$ cat src/hw/icd_params.svh
/*
  Constants of the ISA card configuration and decode block: bus offsets,
  reset values and timing counts. Assumes inclusion by bare name only.
*/
`ifndef ICD_PARAMS_SVH
`define ICD_PARAMS_SVH
// Overview of operation
// - window of 32 port addresses with FIFO enabled, 16 with it disabled; at base 3F0 hex the window is 16 either way.
// - base address selectable from 000 to 3F0 hex in steps of 16.
// - base address after reset is 300 hex.
// - base field bits 5..0 compare against ISA address lines A9..A4.
// - eight balanced channels by default, else sixteen single-ended channels.
// - DMA request on channel 1 or 3, channel 3 by default.
// - timer input clock 10 MHz or 1 MHz, 1 MHz by default.
// - pacer rate is timer clock over product of two cascaded divisors.
// - FIFO enabled: each result goes to offsets 0/1 and, unless the FIFO is full, into FIFO 23/24.
// - FIFO disabled: results only at offsets 0/1, no FIFO path.
// - FIFO half full raises one ISA line from 2 to 7, line 2 default.
// - register at offset 6 enables or disables the half-full interrupt.
// - converter trigger from timer gate-zero source (default) or input two.
// - counter 0 gate from connector gate pin (default) or input zero.
// - output bits 0..3 each routed to ribbon (default) or main connector.
// - output converter code 0..4095 taken as a 12-bit value.

// ------------------------------------------------------------
// wishbone byte offsets
// ------------------------------------------------------------
`define ICD_WB_CFG 6'h00
`define ICD_WB_FIRST_PACER_DIVISOR 6'h04
`define ICD_WB_SECOND_PACER_DIVISOR 6'h08
`define ICD_WB_STAT 6'h0C
`define ICD_WB_CLR 6'h10
`define ICD_WB_IEN 6'h14
`define ICD_WB_STATE 6'h18
// cfg reset: base 30h (port 300h), fifo on, balanced, dma ch3, 1 MHz, irq 2
`define ICD_CFG_RST 20'h021F0
`define ICD_BASE_RST 6'h30
// ------------------------------------------------------------
// isa port offsets from base
// ------------------------------------------------------------
`define ICD_OFF_RES_LO 5'h00
`define ICD_OFF_RES_HI 5'h01
`define ICD_OFF_CHAN 5'h02
`define ICD_OFF_DO_LO 5'h03
`define ICD_OFF_DA_LO 5'h04
`define ICD_OFF_DA_HI 5'h05
`define ICD_OFF_FIRQ 5'h06
`define ICD_OFF_DO_HI 5'h0B
`define ICD_OFF_FIFO_LO 5'h17
`define ICD_OFF_FIFO_HI 5'h18
// status bit positions
`define ICD_EV_HALF 0
`define ICD_EV_OVF 1
`define ICD_EV_PACER 2
// ------------------------------------------------------------
// timing
// ------------------------------------------------------------
`define ICD_CLK_MHZ 50
`define ICD_TCLK_SLOW_MHZ 1
`define ICD_TCLK_FAST_MHZ 10
`define ICD_TCLK_SLOW_CYC (`ICD_CLK_MHZ / `ICD_TCLK_SLOW_MHZ)
`define ICD_TCLK_FAST_CYC (`ICD_CLK_MHZ / `ICD_TCLK_FAST_MHZ)
`endif

$ cat src/hw/icd_pkg.sv
/*
  Types of the ISA card configuration and decode block.
  Assumes the constants header is included where offsets are needed.
*/
package icd_pkg;
  // configuration word, most significant field first
  typedef struct packed {
    logic dma_en;
    logic [3:0] route_main;
    logic [2:0] irq_line;
    logic gate_di0;
    logic trig_di2;
    logic clk10;
    logic dma_ch3;
    logic balanced;
    logic fifo_en;
    logic [5:0] base;
  } icd_cfg_t;
  // one isa bus request as sampled
  typedef struct packed {
    logic [9:0] addr;
    logic rd;
    logic wr;
    logic [7:0] wdata;
  } icd_isa_req_t;
endpackage : icd_pkg

$ cat src/hw/icd_top.sv
/*
  ISA card configuration, address decode, result FIFO, pacer and routing.
  Assumes ISA strobes and pins already synchronous to clk, and a classic
  Wishbone master for the configuration registers.
*/
// Design decisions made here: the Wishbone register port and the placing of the registers.
`timescale 1ns/1ps
`include "icd_params.svh"
module icd_top
  import icd_pkg::*;
#(
  parameter int DEPTH = 16
) (
  // clock, reset, enable
  input wire logic clk,
  input wire logic rst,
  input wire logic ce,
  // wishbone slave
  input wire logic wb_cyc_i,
  input wire logic wb_stb_i,
  input wire logic wb_we_i,
  input wire logic [3:0] wb_sel_i,
  input wire logic [5:0] wb_adr_i,
  input wire logic [31:0] wb_dat_i,
  output logic [31:0] wb_dat_o,
  output logic wb_ack_o,
  output logic wb_irq_o,
  // isa bus
  input wire icd_isa_req_t isa_req,
  output logic [7:0] isa_data_out,
  output logic isa_data_oe,
  output logic card_sel,
  output logic [7:0] isa_irq,
  output logic [3:0] isa_drq,
  input wire logic [3:0] isa_dack,
  // converter and field pins
  input wire logic conv_valid,
  input wire logic [11:0] conv_data,
  input wire logic timer_gate_zero_source,
  input wire logic gate_pin,
  input wire logic [15:0] di,
  output logic [3:0] adc_chan,
  output logic conv_trig,
  output logic ctr0_gate,
  output logic pacer_out,
  output logic [11:0] da_code,
  output logic [15:0] ribbon_do,
  output logic [3:0] main_do
);
  localparam int AW = $clog2(DEPTH);
  localparam logic [AW:0] HALF = (AW+1)'(DEPTH / 2);
  localparam logic [AW:0] FULL = (AW+1)'(DEPTH);
  localparam logic [5:0] SLOW_LIM = 6'(`ICD_TCLK_SLOW_CYC - 1);
  localparam logic [5:0] FAST_LIM = 6'(`ICD_TCLK_FAST_CYC - 1);

  logic [19:0] cfg_q;
  logic [15:0] first_pacer_divisor_q, second_pacer_divisor_q, c1_q, c2_q;
  logic [2:0] stat_q, ien_q;
  logic ack_q, irq_q, prev_rd_q, prev_wr_q, half_q, firq_en_q;
  logic [31:0] dat_q;
  logic [11:0] mem [DEPTH];
  logic [AW-1:0] wp_q, rp_q;
  logic [AW:0] cnt_q;
  logic [11:0] result_q, da_q;
  logic [3:0] da_lo_q, chan_sel_q;
  logic [15:0] do_q;
  logic [5:0] tick_q;
  logic sel_q, oe_q, trig_q, gate_q, pacer_q;
  logic [7:0] rdata_q, isairq_q;
  logic [3:0] drq_q, chan_q, main_q;
  logic [15:0] ribbon_q;
  icd_cfg_t cfg;
  assign cfg = icd_cfg_t'(cfg_q);

  // ------------------------------------------------------------
  // address decode
  // ------------------------------------------------------------
  // upper half of a 32-port window; top base has no block above it
  wire logic [5:0] base_nx = cfg.base + 6'h01;
  wire logic hit_lo = isa_req.addr[9:4] == cfg.base;
  wire logic hit_hi = cfg.fifo_en && cfg.base != 6'h3F
                      && isa_req.addr[9:4] == base_nx;
  wire logic hit = hit_lo | hit_hi;
  wire logic [4:0] off = {hit_hi, isa_req.addr[3:0]};
  wire logic rd_edge = ce && hit && isa_req.rd && !prev_rd_q;
  wire logic wr_edge = ce && hit && isa_req.wr && !prev_wr_q;

  // ------------------------------------------------------------
  // result fifo
  // ------------------------------------------------------------
  wire logic empty = cnt_q == '0;
  wire logic full = cnt_q == FULL;
  wire logic push = conv_valid && cfg.fifo_en && !full;
  wire logic ovf = conv_valid && cfg.fifo_en && full;
  wire logic pop = rd_edge && off == `ICD_OFF_FIFO_HI && cfg.fifo_en && !empty;
  wire logic half = cnt_q >= HALF;
  wire logic half_rise = half && !half_q;
  wire logic [11:0] head = mem[rp_q];
  // reads of the fifo ports give zero when the fifo is off
  wire logic [7:0] rd_mux =
    off == `ICD_OFF_RES_LO ? result_q[7:0] :
    off == `ICD_OFF_RES_HI ? {4'h0, result_q[11:8]} :
    off == `ICD_OFF_FIRQ ? {7'h00, firq_en_q} :
    off == `ICD_OFF_FIFO_LO && cfg.fifo_en ? head[7:0] :
    off == `ICD_OFF_FIFO_HI && cfg.fifo_en ? {4'h0, head[11:8]} : 8'h00;

  // ------------------------------------------------------------
  // pacer cascade
  // ------------------------------------------------------------
  wire logic [5:0] tick_lim = cfg.clk10 ? FAST_LIM : SLOW_LIM;
  wire logic tick = ce && tick_q == tick_lim;
  wire logic c1_wrap = tick && c1_q == 16'h0000;
  wire logic c2_wrap = c1_wrap && c2_q == 16'h0000;

  // ------------------------------------------------------------
  // wishbone decode
  // ------------------------------------------------------------
  wire logic wb_req = ce && wb_cyc_i && wb_stb_i && !ack_q;
  wire logic wb_wr = wb_req && wb_we_i;
  wire logic [31:0] bmask = {{8{wb_sel_i[3]}}, {8{wb_sel_i[2]}},
                             {8{wb_sel_i[1]}}, {8{wb_sel_i[0]}}};
  wire logic [31:0] cfg_w = ({12'h000, cfg_q} & ~bmask) | (wb_dat_i & bmask);
  wire logic [31:0] first_pacer_divisor_w = ({16'h0000, first_pacer_divisor_q} & ~bmask) | (wb_dat_i & bmask);
  wire logic [31:0] second_pacer_divisor_w = ({16'h0000, second_pacer_divisor_q} & ~bmask) | (wb_dat_i & bmask);
  wire logic wr_cfg = wb_wr && wb_adr_i == `ICD_WB_CFG;
  wire logic wr_div = wb_wr && (wb_adr_i == `ICD_WB_FIRST_PACER_DIVISOR || wb_adr_i == `ICD_WB_SECOND_PACER_DIVISOR);
  wire logic [2:0] clr = wb_wr && wb_adr_i == `ICD_WB_CLR ? wb_dat_i[2:0] & bmask[2:0] : 3'h0;
  wire logic [2:0] ev = {c2_wrap, ovf, half_rise};
  wire logic [2:0] stat_d = (stat_q & ~clr) | ev; // set beats clear
  wire logic [31:0] wb_rd =
    wb_adr_i == `ICD_WB_CFG ? {12'h000, cfg_q} :
    wb_adr_i == `ICD_WB_FIRST_PACER_DIVISOR ? {16'h0000, first_pacer_divisor_q} :
    wb_adr_i == `ICD_WB_SECOND_PACER_DIVISOR ? {16'h0000, second_pacer_divisor_q} :
    wb_adr_i == `ICD_WB_STAT ? {29'h0, stat_q} :
    wb_adr_i == `ICD_WB_IEN ? {29'h0, ien_q} :
    wb_adr_i == `ICD_WB_STATE ? {16'h0000, 7'h00, half_q, 3'h0, 5'(cnt_q)} : 32'h0;

  // wishbone registers; every address answers in one cycle
  always_ff @(posedge clk) begin
    if (rst) begin
      cfg_q <= `ICD_CFG_RST;
      first_pacer_divisor_q <= 16'h0002;
      second_pacer_divisor_q <= 16'h0002;
      stat_q <= 3'h0;
      ien_q <= 3'h0;
      ack_q <= 1'b0;
      dat_q <= 32'h0;
      irq_q <= 1'b0;
    end else if (ce) begin
      ack_q <= wb_req;
      if (wb_req) dat_q <= wb_rd;
      if (wr_cfg) cfg_q <= cfg_w[19:0];
      if (wb_wr && wb_adr_i == `ICD_WB_FIRST_PACER_DIVISOR) first_pacer_divisor_q <= first_pacer_divisor_w[15:0];
      if (wb_wr && wb_adr_i == `ICD_WB_SECOND_PACER_DIVISOR) second_pacer_divisor_q <= second_pacer_divisor_w[15:0];
      if (wb_wr && wb_adr_i == `ICD_WB_IEN) ien_q <= wb_dat_i[2:0];
      stat_q <= stat_d;
      irq_q <= |(stat_q & ien_q);
    end
  end

  // fifo storage and pointers; disabling the fifo empties it
  always_ff @(posedge clk) begin
    if (rst) begin
      wp_q <= '0;
      rp_q <= '0;
      cnt_q <= '0;
      half_q <= 1'b0;
    end else if (ce) begin
      half_q <= half;
      if (!cfg.fifo_en) begin
        wp_q <= '0;
        rp_q <= '0;
        cnt_q <= '0;
      end else begin
        if (push) wp_q <= wp_q + 1'b1;
        if (pop) rp_q <= rp_q + 1'b1;
        cnt_q <= cnt_q + (AW+1)'(push) - (AW+1)'(pop);
      end
    end
  end

  // fifo array has no reset, only its pointers do
  always_ff @(posedge clk) begin
    if (ce && push) mem[wp_q] <= conv_data;
  end

  // host port writes and result latch
  always_ff @(posedge clk) begin
    if (rst) begin
      result_q <= 12'h000;
      chan_sel_q <= 4'h0;
      do_q <= 16'h0000;
      da_lo_q <= 4'h0;
      da_q <= 12'h000;
      firq_en_q <= 1'b0;
      prev_rd_q <= 1'b0;
      prev_wr_q <= 1'b0;
    end else if (ce) begin
      prev_rd_q <= isa_req.rd;
      prev_wr_q <= isa_req.wr;
      if (conv_valid) result_q <= conv_data;
      if (wr_edge) begin
        case (off)
          `ICD_OFF_CHAN: chan_sel_q <= isa_req.wdata[3:0];
          `ICD_OFF_DO_LO: do_q[7:0] <= isa_req.wdata;
          `ICD_OFF_DO_HI: do_q[15:8] <= isa_req.wdata;
          `ICD_OFF_DA_LO: da_lo_q <= isa_req.wdata[7:4];
          // code lands whole on the high write, so no glitch between bytes
          `ICD_OFF_DA_HI: da_q <= {isa_req.wdata, da_lo_q};
          `ICD_OFF_FIRQ: firq_en_q <= isa_req.wdata[0];
          default: ;
        endcase
      end
    end
  end

  // timer clock tick and the two cascaded counters
  always_ff @(posedge clk) begin
    if (rst || wr_div || wr_cfg) begin
      tick_q <= 6'h00;
      c1_q <= 16'h0000;
      c2_q <= 16'h0000;
    end else if (ce) begin
      tick_q <= tick ? 6'h00 : tick_q + 6'h01;
      if (tick) c1_q <= c1_wrap ? first_pacer_divisor_q - 16'h0001 : c1_q - 16'h0001;
      if (c1_wrap) c2_q <= c2_wrap ? second_pacer_divisor_q - 16'h0001 : c2_q - 16'h0001;
    end
  end

  // registered pins toward the isa bus and the field
  always_ff @(posedge clk) begin
    if (rst) begin
      sel_q <= 1'b0;
      oe_q <= 1'b0;
      rdata_q <= 8'h00;
      isairq_q <= 8'h00;
      drq_q <= 4'h0;
      chan_q <= 4'h0;
      trig_q <= 1'b0;
      gate_q <= 1'b0;
      pacer_q <= 1'b0;
      ribbon_q <= 16'h0000;
      main_q <= 4'h0;
    end else if (ce) begin
      sel_q <= hit;
      oe_q <= hit && isa_req.rd;
      if (hit && isa_req.rd) rdata_q <= rd_mux;
      // lines 0 and 1 are not reachable settings and stay quiet
      isairq_q <= half && firq_en_q && cfg.fifo_en && cfg.irq_line >= 3'd2
                  ? 8'h01 << cfg.irq_line : 8'h00;
      drq_q[1] <= (drq_q[1] && !isa_dack[1]) || (conv_valid && cfg.dma_en && !cfg.dma_ch3);
      drq_q[3] <= (drq_q[3] && !isa_dack[3]) || (conv_valid && cfg.dma_en && cfg.dma_ch3);
      drq_q[0] <= 1'b0;
      drq_q[2] <= 1'b0;
      // balanced mode keeps three select bits and forces the top bit low
      chan_q <= cfg.balanced ? {1'b0, chan_sel_q[2:0]} : chan_sel_q;
      trig_q <= cfg.trig_di2 ? di[2] : timer_gate_zero_source;
      gate_q <= cfg.gate_di0 ? di[0] : gate_pin;
      pacer_q <= c2_wrap;
      ribbon_q <= {do_q[15:4], do_q[3:0] & ~cfg.route_main};
      main_q <= do_q[3:0] & cfg.route_main;
    end
  end

  assign wb_dat_o = dat_q;
  assign wb_ack_o = ack_q;
  assign wb_irq_o = irq_q;
  assign isa_data_out = rdata_q;
  assign isa_data_oe = oe_q;
  assign card_sel = sel_q;
  assign isa_irq = isairq_q;
  assign isa_drq = drq_q;
  assign adc_chan = chan_q;
  assign conv_trig = trig_q;
  assign ctr0_gate = gate_q;
  assign pacer_out = pacer_q;
  assign da_code = da_q;
  assign ribbon_do = ribbon_q;
  assign main_do = main_q;
endmodule : icd_top

$ cat config.mk
export PLATFORM = sky130hd
export DESIGN_NAME = icd_top
export DESIGN_NICKNAME = d
export VERILOG_FILES = /design/src/hw/icd_pkg.sv /design/src/hw/icd_top.sv
export VERILOG_INCLUDE_DIRS = /design/src /design/src/hw
export SDC_FILE = /design/constraint.sdc
export NUM_CORES = 1
export LEC_CHECK = 0
export BUFFER_PORTS_ARGS = -buffer_cell sky130_fd_sc_hd__buf_2
export CAP_MARGIN = 20
export CELL_PAD_IN_SITES_DETAIL_PLACEMENT = 0
export CELL_PAD_IN_SITES_GLOBAL_PLACEMENT = 1
export CORE_MARGIN = 1
export CORE_UTILIZATION = 42
export DETAILED_ROUTE_END_ITERATION = 8
export PLACE_DENSITY_LB_ADDON = 0.1
export SYNTH_ARGS = -nofsm -noshare
export SYNTH_HDL_FRONTEND = slang
export SYNTH_SLANG_ARGS = --single-unit
$ cat constraint.sdc
create_clock -name clk -period 3.5 [get_ports clk]
set_input_delay 0.875 -clock clk [delete_from_list [all_inputs] [get_ports clk]]
set_output_delay 0.875 -clock clk [all_outputs]
set_load 0.02 [all_outputs]
==> summary.txt, run 1 <==
Clock tree
  – CTS Buffer Depth: 3
  – Root Driver: clkbuf_16
  – Post CTS Setup Buffer Count: 0
  – Worst-path clk slew: 0.06 ns
  – CTS tree: yes
  – H-tree levels: 2
  – Resized Gates After CTS: 0
  – CTS Buf Count: 47
  – Clock latency on the worst-skew pair: 0.60 ns
  – Hold-fix buffers at CTS: 0
  – Clk sinks: 426

Outcome
  – Status: finished, final reports clean

STA
  – Fin crit period: 3.215 ns
  – Slew @ Worst Pin: 0.7963 ns
  – Slew Viols, Final: 0
  – Setup Skew: 0.02989 ns
  – Final Cycle Share: 0.9187
  – RSZ-0062 raised after global routing: no
  – Final setup viols: 0
  – Min Hold Slack: 0.4499 ns
  – Setup WS post-layout: 0.2846 ns
  – Setup TNS Final: 0 ns
  – Achievable Freq: 311.0 MHz
  – Endpoints failing hold: 0
  – Slew margin rel.: 0.4685

Synth
  – Avg Inst Size Synth: 11.22 um2
  – Yosys warnings: 0
  – Post-Syn Area: 0.01836 mm2
  – Sequential share of the synthesized area: 0.5691
  – Mapped Cells: 1637
  – Synth Register Bits: 426
  – EDFF count, synth: 192
  – Adder-Cell Fraction of Synth Area: 0.01267
  – Yosys top cell area share: 0.3140
  – Ys async rst share: 0
  – Compound-Gate Fraction of Synth Area: 0.09881
  – Largest area contributor in the netlist: edfxtp_1
  – Post-Synth XOR/XNOR Area: 0.01002
  – Ranking of synthesized cells by area: edfxtp_1 31%, dfxtp_1 26%, mux4_2 7.2%
  – Synth Flop Type: dfxtp_1
  – Largest family of logic cells by synthesized area: simple AND/OR/NAND/NOR gates
  – Post-synthesis mux area share: 0.1257
  – Netlist cell types: 81
  – Simple-gate share of the synthesized area: 0.1501

Floorplanning
  – Die Height: 211.1 um
  – Initial Util: 0.4263
  – Core ar.: 0.04308 mm2
  – Die W: 211.1 um
  – IO Count: 198
  – Die area: 0.04456 mm2
  – FP Rows: 76

Drt
  – Met2 routed WL: 23360 um
  – Drt first pass iters: 5
  – Post-route ant nets: 0
  – Initial DRC Count: 964
  – Routed wl met3: 3209 um
  – Drt total wl: 51680 um
  – Vias: 13475
  – Vias per cell: 5.478
  – Top Layer Used: met4
  – Met1 WL: 23950 um
  – Residual DRC: 0
  – Average wire per standard cell: 21.01 um

Global route
  – Largest net degree at the start of global routing: 122
  – Vias in the first global route: 13137
  – First-pass GRT wire length: 78810 um
  – Gr usage total: 0.2348
  – Gr ovfl total: 0
  – Initial antenna violation count: 3

Cells and area
  – Commonest non-fill, non-tap cells in the layout: 232 x dfxtp_1, 202 x nand2_1, 192 x edfxtp_1, 162 x nor2_1, 153 x buf_2
  – Most common cell after layout, fill and taps aside: dfxtp_1
  – Final Util: 0.5064
  – Area grow syn2layout: 18.81%
  – Fin nets: 1959
  – Proportion of layout cells with a drive suffix above 1: 0.2247

Placement
  – Port Buffers: 154
  – Hpwl dp: 35450 um
  – Routability cong.: 0.8423
  – Dpl ws: -0.2574 ns

Pwr
  – Leak: 8.268 nW
  – Pwr Density: 492.6 mW/mm2
  – Max IR drop VDD: 0.0003612 V

Critical path
  – Critical path data arrival time: 3.75 ns
  – CP Max Fanout: 6
  – Critical path type: flop to flop
  – Required @ worst endpoint: 4.03 ns
  – Critical path endpoint category: flop
  – Worst setup SP type: flop
  – R2r worst-path depth: 18

Run
  – Max-cap viol count: 0

Worst hold path
  – Min-Delay Path Depth: 2
  – Hold Path Class: flop to flop
-- cell type report --
cell class | count | area, um2
Clock buffer | 61 | 1320
Timing Repair Buffer | 244 | 1528
Tap cell | 585 | 732.0
Sequential cell | 426 | 10460
Multi-Input combinational cell | 1083 | 7378
Clock inverter | 24 | 264.0
Fill cell | 3922 | 21260
Inverter | 36 | 135.1
Antenna cell | 1 | 2.502
-- power by group --
| group | total [mW] | internal, mW | switching, mW |
|---|---|---|---|
| clock | 5.01 | 2.91 | 2.11 |
| sequential | 5.26 | 5.24 | 0.0277 |
| combinational | 0.469 | 0.156 | 0.313 |
| total | 10.7 | 8.30 | 2.45 |
-- final timing paths --
| kind | start | endpoint | slack (ns) |
|---|---|---|---|
| max | flop | cnt_q[4]$_SDFFE_PP0P_ | 0.28 |
| min | result_q[9]$_SDFFE_PP0P_ | result_q[9]$_SDFFE_PP0P_ | 0.45 |
| max reg2reg | flop | cnt_q[4]$_SDFFE_PP0P_ | 0.28 |
| min reg2reg | result_q[9]$_SDFFE_PP0P_ | result_q[9]$_SDFFE_PP0P_ | 0.45 |
-- synthesized netlist by cell type, types with 13 or more instances --
master,number
mux4_2,59
a21oi_1,112
and2_1,16
ha_1,17
a31oi_1,18
o21ai_0,41
a211oi_1,18
nor4_1,17
nor2_1,162
clkbuf_1,70
nor3_1,25
dfxtp_1,234
a22oi_1,21
nand2_1,202
edfxtp_1,192
mux2i_1,91
buf_4,15
nand4_1,18
xor2_1,13
inv_1,34
nand3_1,72
-- through the flow --
step / power [mW] / std cells / cell area (um2)
after CTS: 10.86 / 2459 / 21810
after floorplan: 5.635 / 1650 / 18420
after detailed placement: 5.846 / 2374 / 20230
after global placement: 5.839 / 2374 / 20230
final: 10.75 / 2460 / 21810
after global routing: 11.09 / 2460 / 21810
-- worst max-delay path, cell delays in order (launching register included) --
cell and delay (ns):
dfxtp_1 0.36, ha_1 0.26, nor2b_1 0.15, or4_1 0.50, nand3_1 0.17, nand4_1 0.13
inv_1 0.10, ha_1 0.23, inv_1 0.06, ha_2 0.18, inv_2 0.04, fa_2 0.32
inv_2 0.06, a21oi_1 0.06, nor2_1 0.11, nor2_1 0.06, xor2_1 0.13, nand3_1 0.09
a21oi_1 0.14
-- cells by family after synthesis --
kind of cell,Yosys count
simple gates,591
xor+xnor,21
compound gates,283
flops,426
other cells,1
mux,156
fa+ha+maj,18
buf+inv,141
-- metal layers --
layer,global-route usage,up-vias
li1,-,6411
met4,0.07071,0
met1,0.3368,6631
met2,0.3599,368
met3,0.04431,65
met5,0,-
No activity file was read; power rests on OpenSTA's default activity.
==> run 2: changes to the inputs <==
RECOVER_POWER = 50   (was unset)
==> run 2 against run 1 <==
Total power hardly changed. Routed wire length is 0.22% higher. Maximum frequency is 0.44% lower. Register-to-register slack hardly changed. Clock power hardly changed. Combinational power is 2% lower. Largest power group unchanged.
==> summary.txt, run 2 (synthesized netlist as in run 1, its figures left out) <==
STA
  – Endpoints failing hold: 0
  – Fin crit period: 3.230 ns
  – Slew margin rel.: 0.09980
  – Setup TNS Final: 0 ns
  – Final Cycle Share: 0.9228
  – Setup Skew: 0.02932 ns
  – Min Hold Slack: 0.4501 ns
  – Final setup viols: 0
  – Achievable Freq: 309.6 MHz
  – RSZ-0062 raised after global routing: no
  – Slew @ Worst Pin: 1.350 ns
  – Slew Viols, Final: 0

Clock tree
  – CTS tree: yes
  – CTS Buffer Depth: 3
  – Hold-fix buffers at CTS: 0
  – H-tree levels: 2
  – Resized Gates After CTS: 0
  – Worst-path clk slew: 0.06 ns
  – Root Driver: clkbuf_16
  – CTS Buf Count: 47
  – Clock latency on the worst-skew pair: 0.60 ns
  – Post CTS Setup Buffer Count: 0
  – Clk sinks: 426

Global route
  – First-pass GRT wire length: 78810 um
  – Vias in the first global route: 13137
  – Gr usage total: 0.2348
  – Gr ovfl total: 0
  – Initial antenna violation count: 3
  – Largest net degree at the start of global routing: 122

Critical path
  – CP Max Fanout: 6
  – Worst setup SP type: flop
  – Critical path data arrival time: 3.76 ns
  – Critical path type: flop to flop
  – Required @ worst endpoint: 4.03 ns
  – Critical path endpoint category: flop

Floorplanning
  – Core ar.: 0.04308 mm2
  – Die area: 0.04456 mm2
  – FP Rows: 76
  – Die W: 211.1 um
  – Initial Util: 0.4263
  – Die Height: 211.1 um
  – IO Count: 198

Outcome
  – Status: finished, final reports clean

Cells and area
  – Commonest non-fill, non-tap cells in the layout: 232 x dfxtp_1, 202 x nand2_1, 192 x edfxtp_1, 162 x nor2_1, 112 x a21oi_1
  – Proportion of layout cells with a drive suffix above 1: 0.1676
  – Fin nets: 1959
  – Post-route cell area: 0.02165 mm2
  – Most common cell after layout, fill and taps aside: dfxtp_1
  – Area grow syn2layout: 17.92%
  – Fillers: 3980
  – Final Util: 0.5026

Placement
  – Post-DP Area: 0.02023 mm2
  – Port Buffers: 154
  – Routability cong.: 0.8423
  – Hpwl dp: 35450 um

Drt
  – Drt total wl: 51800 um
  – Post-route ant nets: 0
  – Drt first pass iters: 7
  – Vias: 13509
  – Initial DRC Count: 1007
  – Vias per cell: 5.491
  – Residual DRC: 0
  – Average wire per standard cell: 21.06 um

Worst hold path
  – Worst hold start: result_q[9]$_SDFFE_PP0P_
  – Hold Path Class: flop to flop

Run
  – Max-cap viol count: 0

Pwr
  – Total power: 10.74 mW
  – Pwr Density: 495.9 mW/mm2
  – Leak: 7.835 nW
  – Max IR drop VDD: 0.0003568 V
==> run 2: path summary, 6_finish.rpt <==
| check | to | slack [ns] | cells past startpoint |
|---|---|---|---|
| setup / recovery | cnt_q[4]$_SDFFE_PP0P_ | 0.27 | 18 |
| hold / removal | result_q[9]$_SDFFE_PP0P_ | 0.45 | 2 |
| setup reg to reg | cnt_q[4]$_SDFFE_PP0P_ | 0.27 | 18 |
| hold reg to reg | result_q[9]$_SDFFE_PP0P_ | 0.45 | 2 |
==> run 2: through the flow <==
stage,cells,worst slack [ns]
after floorplan,1650,0.005615
after global placement,2374,-0.2232
after detailed placement,2374,-0.2574
after CTS,2459,0.2665
after global routing,2460,0.04566
final,2460,0.2702
==> run 2: power breakdown <==
| part | internal (mW) | total (mW) | switching [mW] |
|---|---|---|---|
| clock | 2.91 | 5.01 | 2.10 |
| sequential | 5.24 | 5.27 | 0.0279 |
| combinational | 0.147 | 0.461 | 0.314 |
==> run 2: cell type report <==
| class | instances | area, um2 | share of cell area |
|---|---|---|---|
| antenna | 1 | 2.502 | 0.0001156 |
| sequential | 426 | 10460 | 0.4829 |
| timing repair buffer | 244 | 1369 | 0.06322 |
| clock inverter | 24 | 264.0 | 0.01219 |
| tap | 585 | 732.0 | 0.03381 |
| clock buffer | 61 | 1320 | 0.06097 |
| inverter | 36 | 135.1 | 0.006241 |
| multi-input combinational | 1083 | 7373 | 0.3406 |
==> run 2: layer usage <==
| layer | track usage | share of wire | vias to the layer above |
|---|---|---|---|
| met5 | 0 | 0 | - |
| met4 | 0.07071 | 0.023 | 0 |
| met3 | 0.04431 | 0.061 | 66 |
| met2 | 0.3599 | 0.45 | 365 |
| met1 | 0.3368 | 0.46 | 6661 |
| li1 | - | - | 6417 |
==> run 2: worst max-delay path, cell delays in order (launching register included) <==
cell and delay, ns:
dfxtp_1 0.36, ha_1 0.26, nor2b_1 0.15, or4_1 0.50, nand3_1 0.17, nand4_1 0.13, inv_1 0.11, ha_1 0.23
inv_1 0.06, ha_2 0.18, inv_2 0.04, fa_2 0.32, inv_2 0.06, a21oi_1 0.06, nor2_1 0.11, nor2_1 0.06
xor2_1 0.14, nand3_1 0.09, a21oi_1 0.14
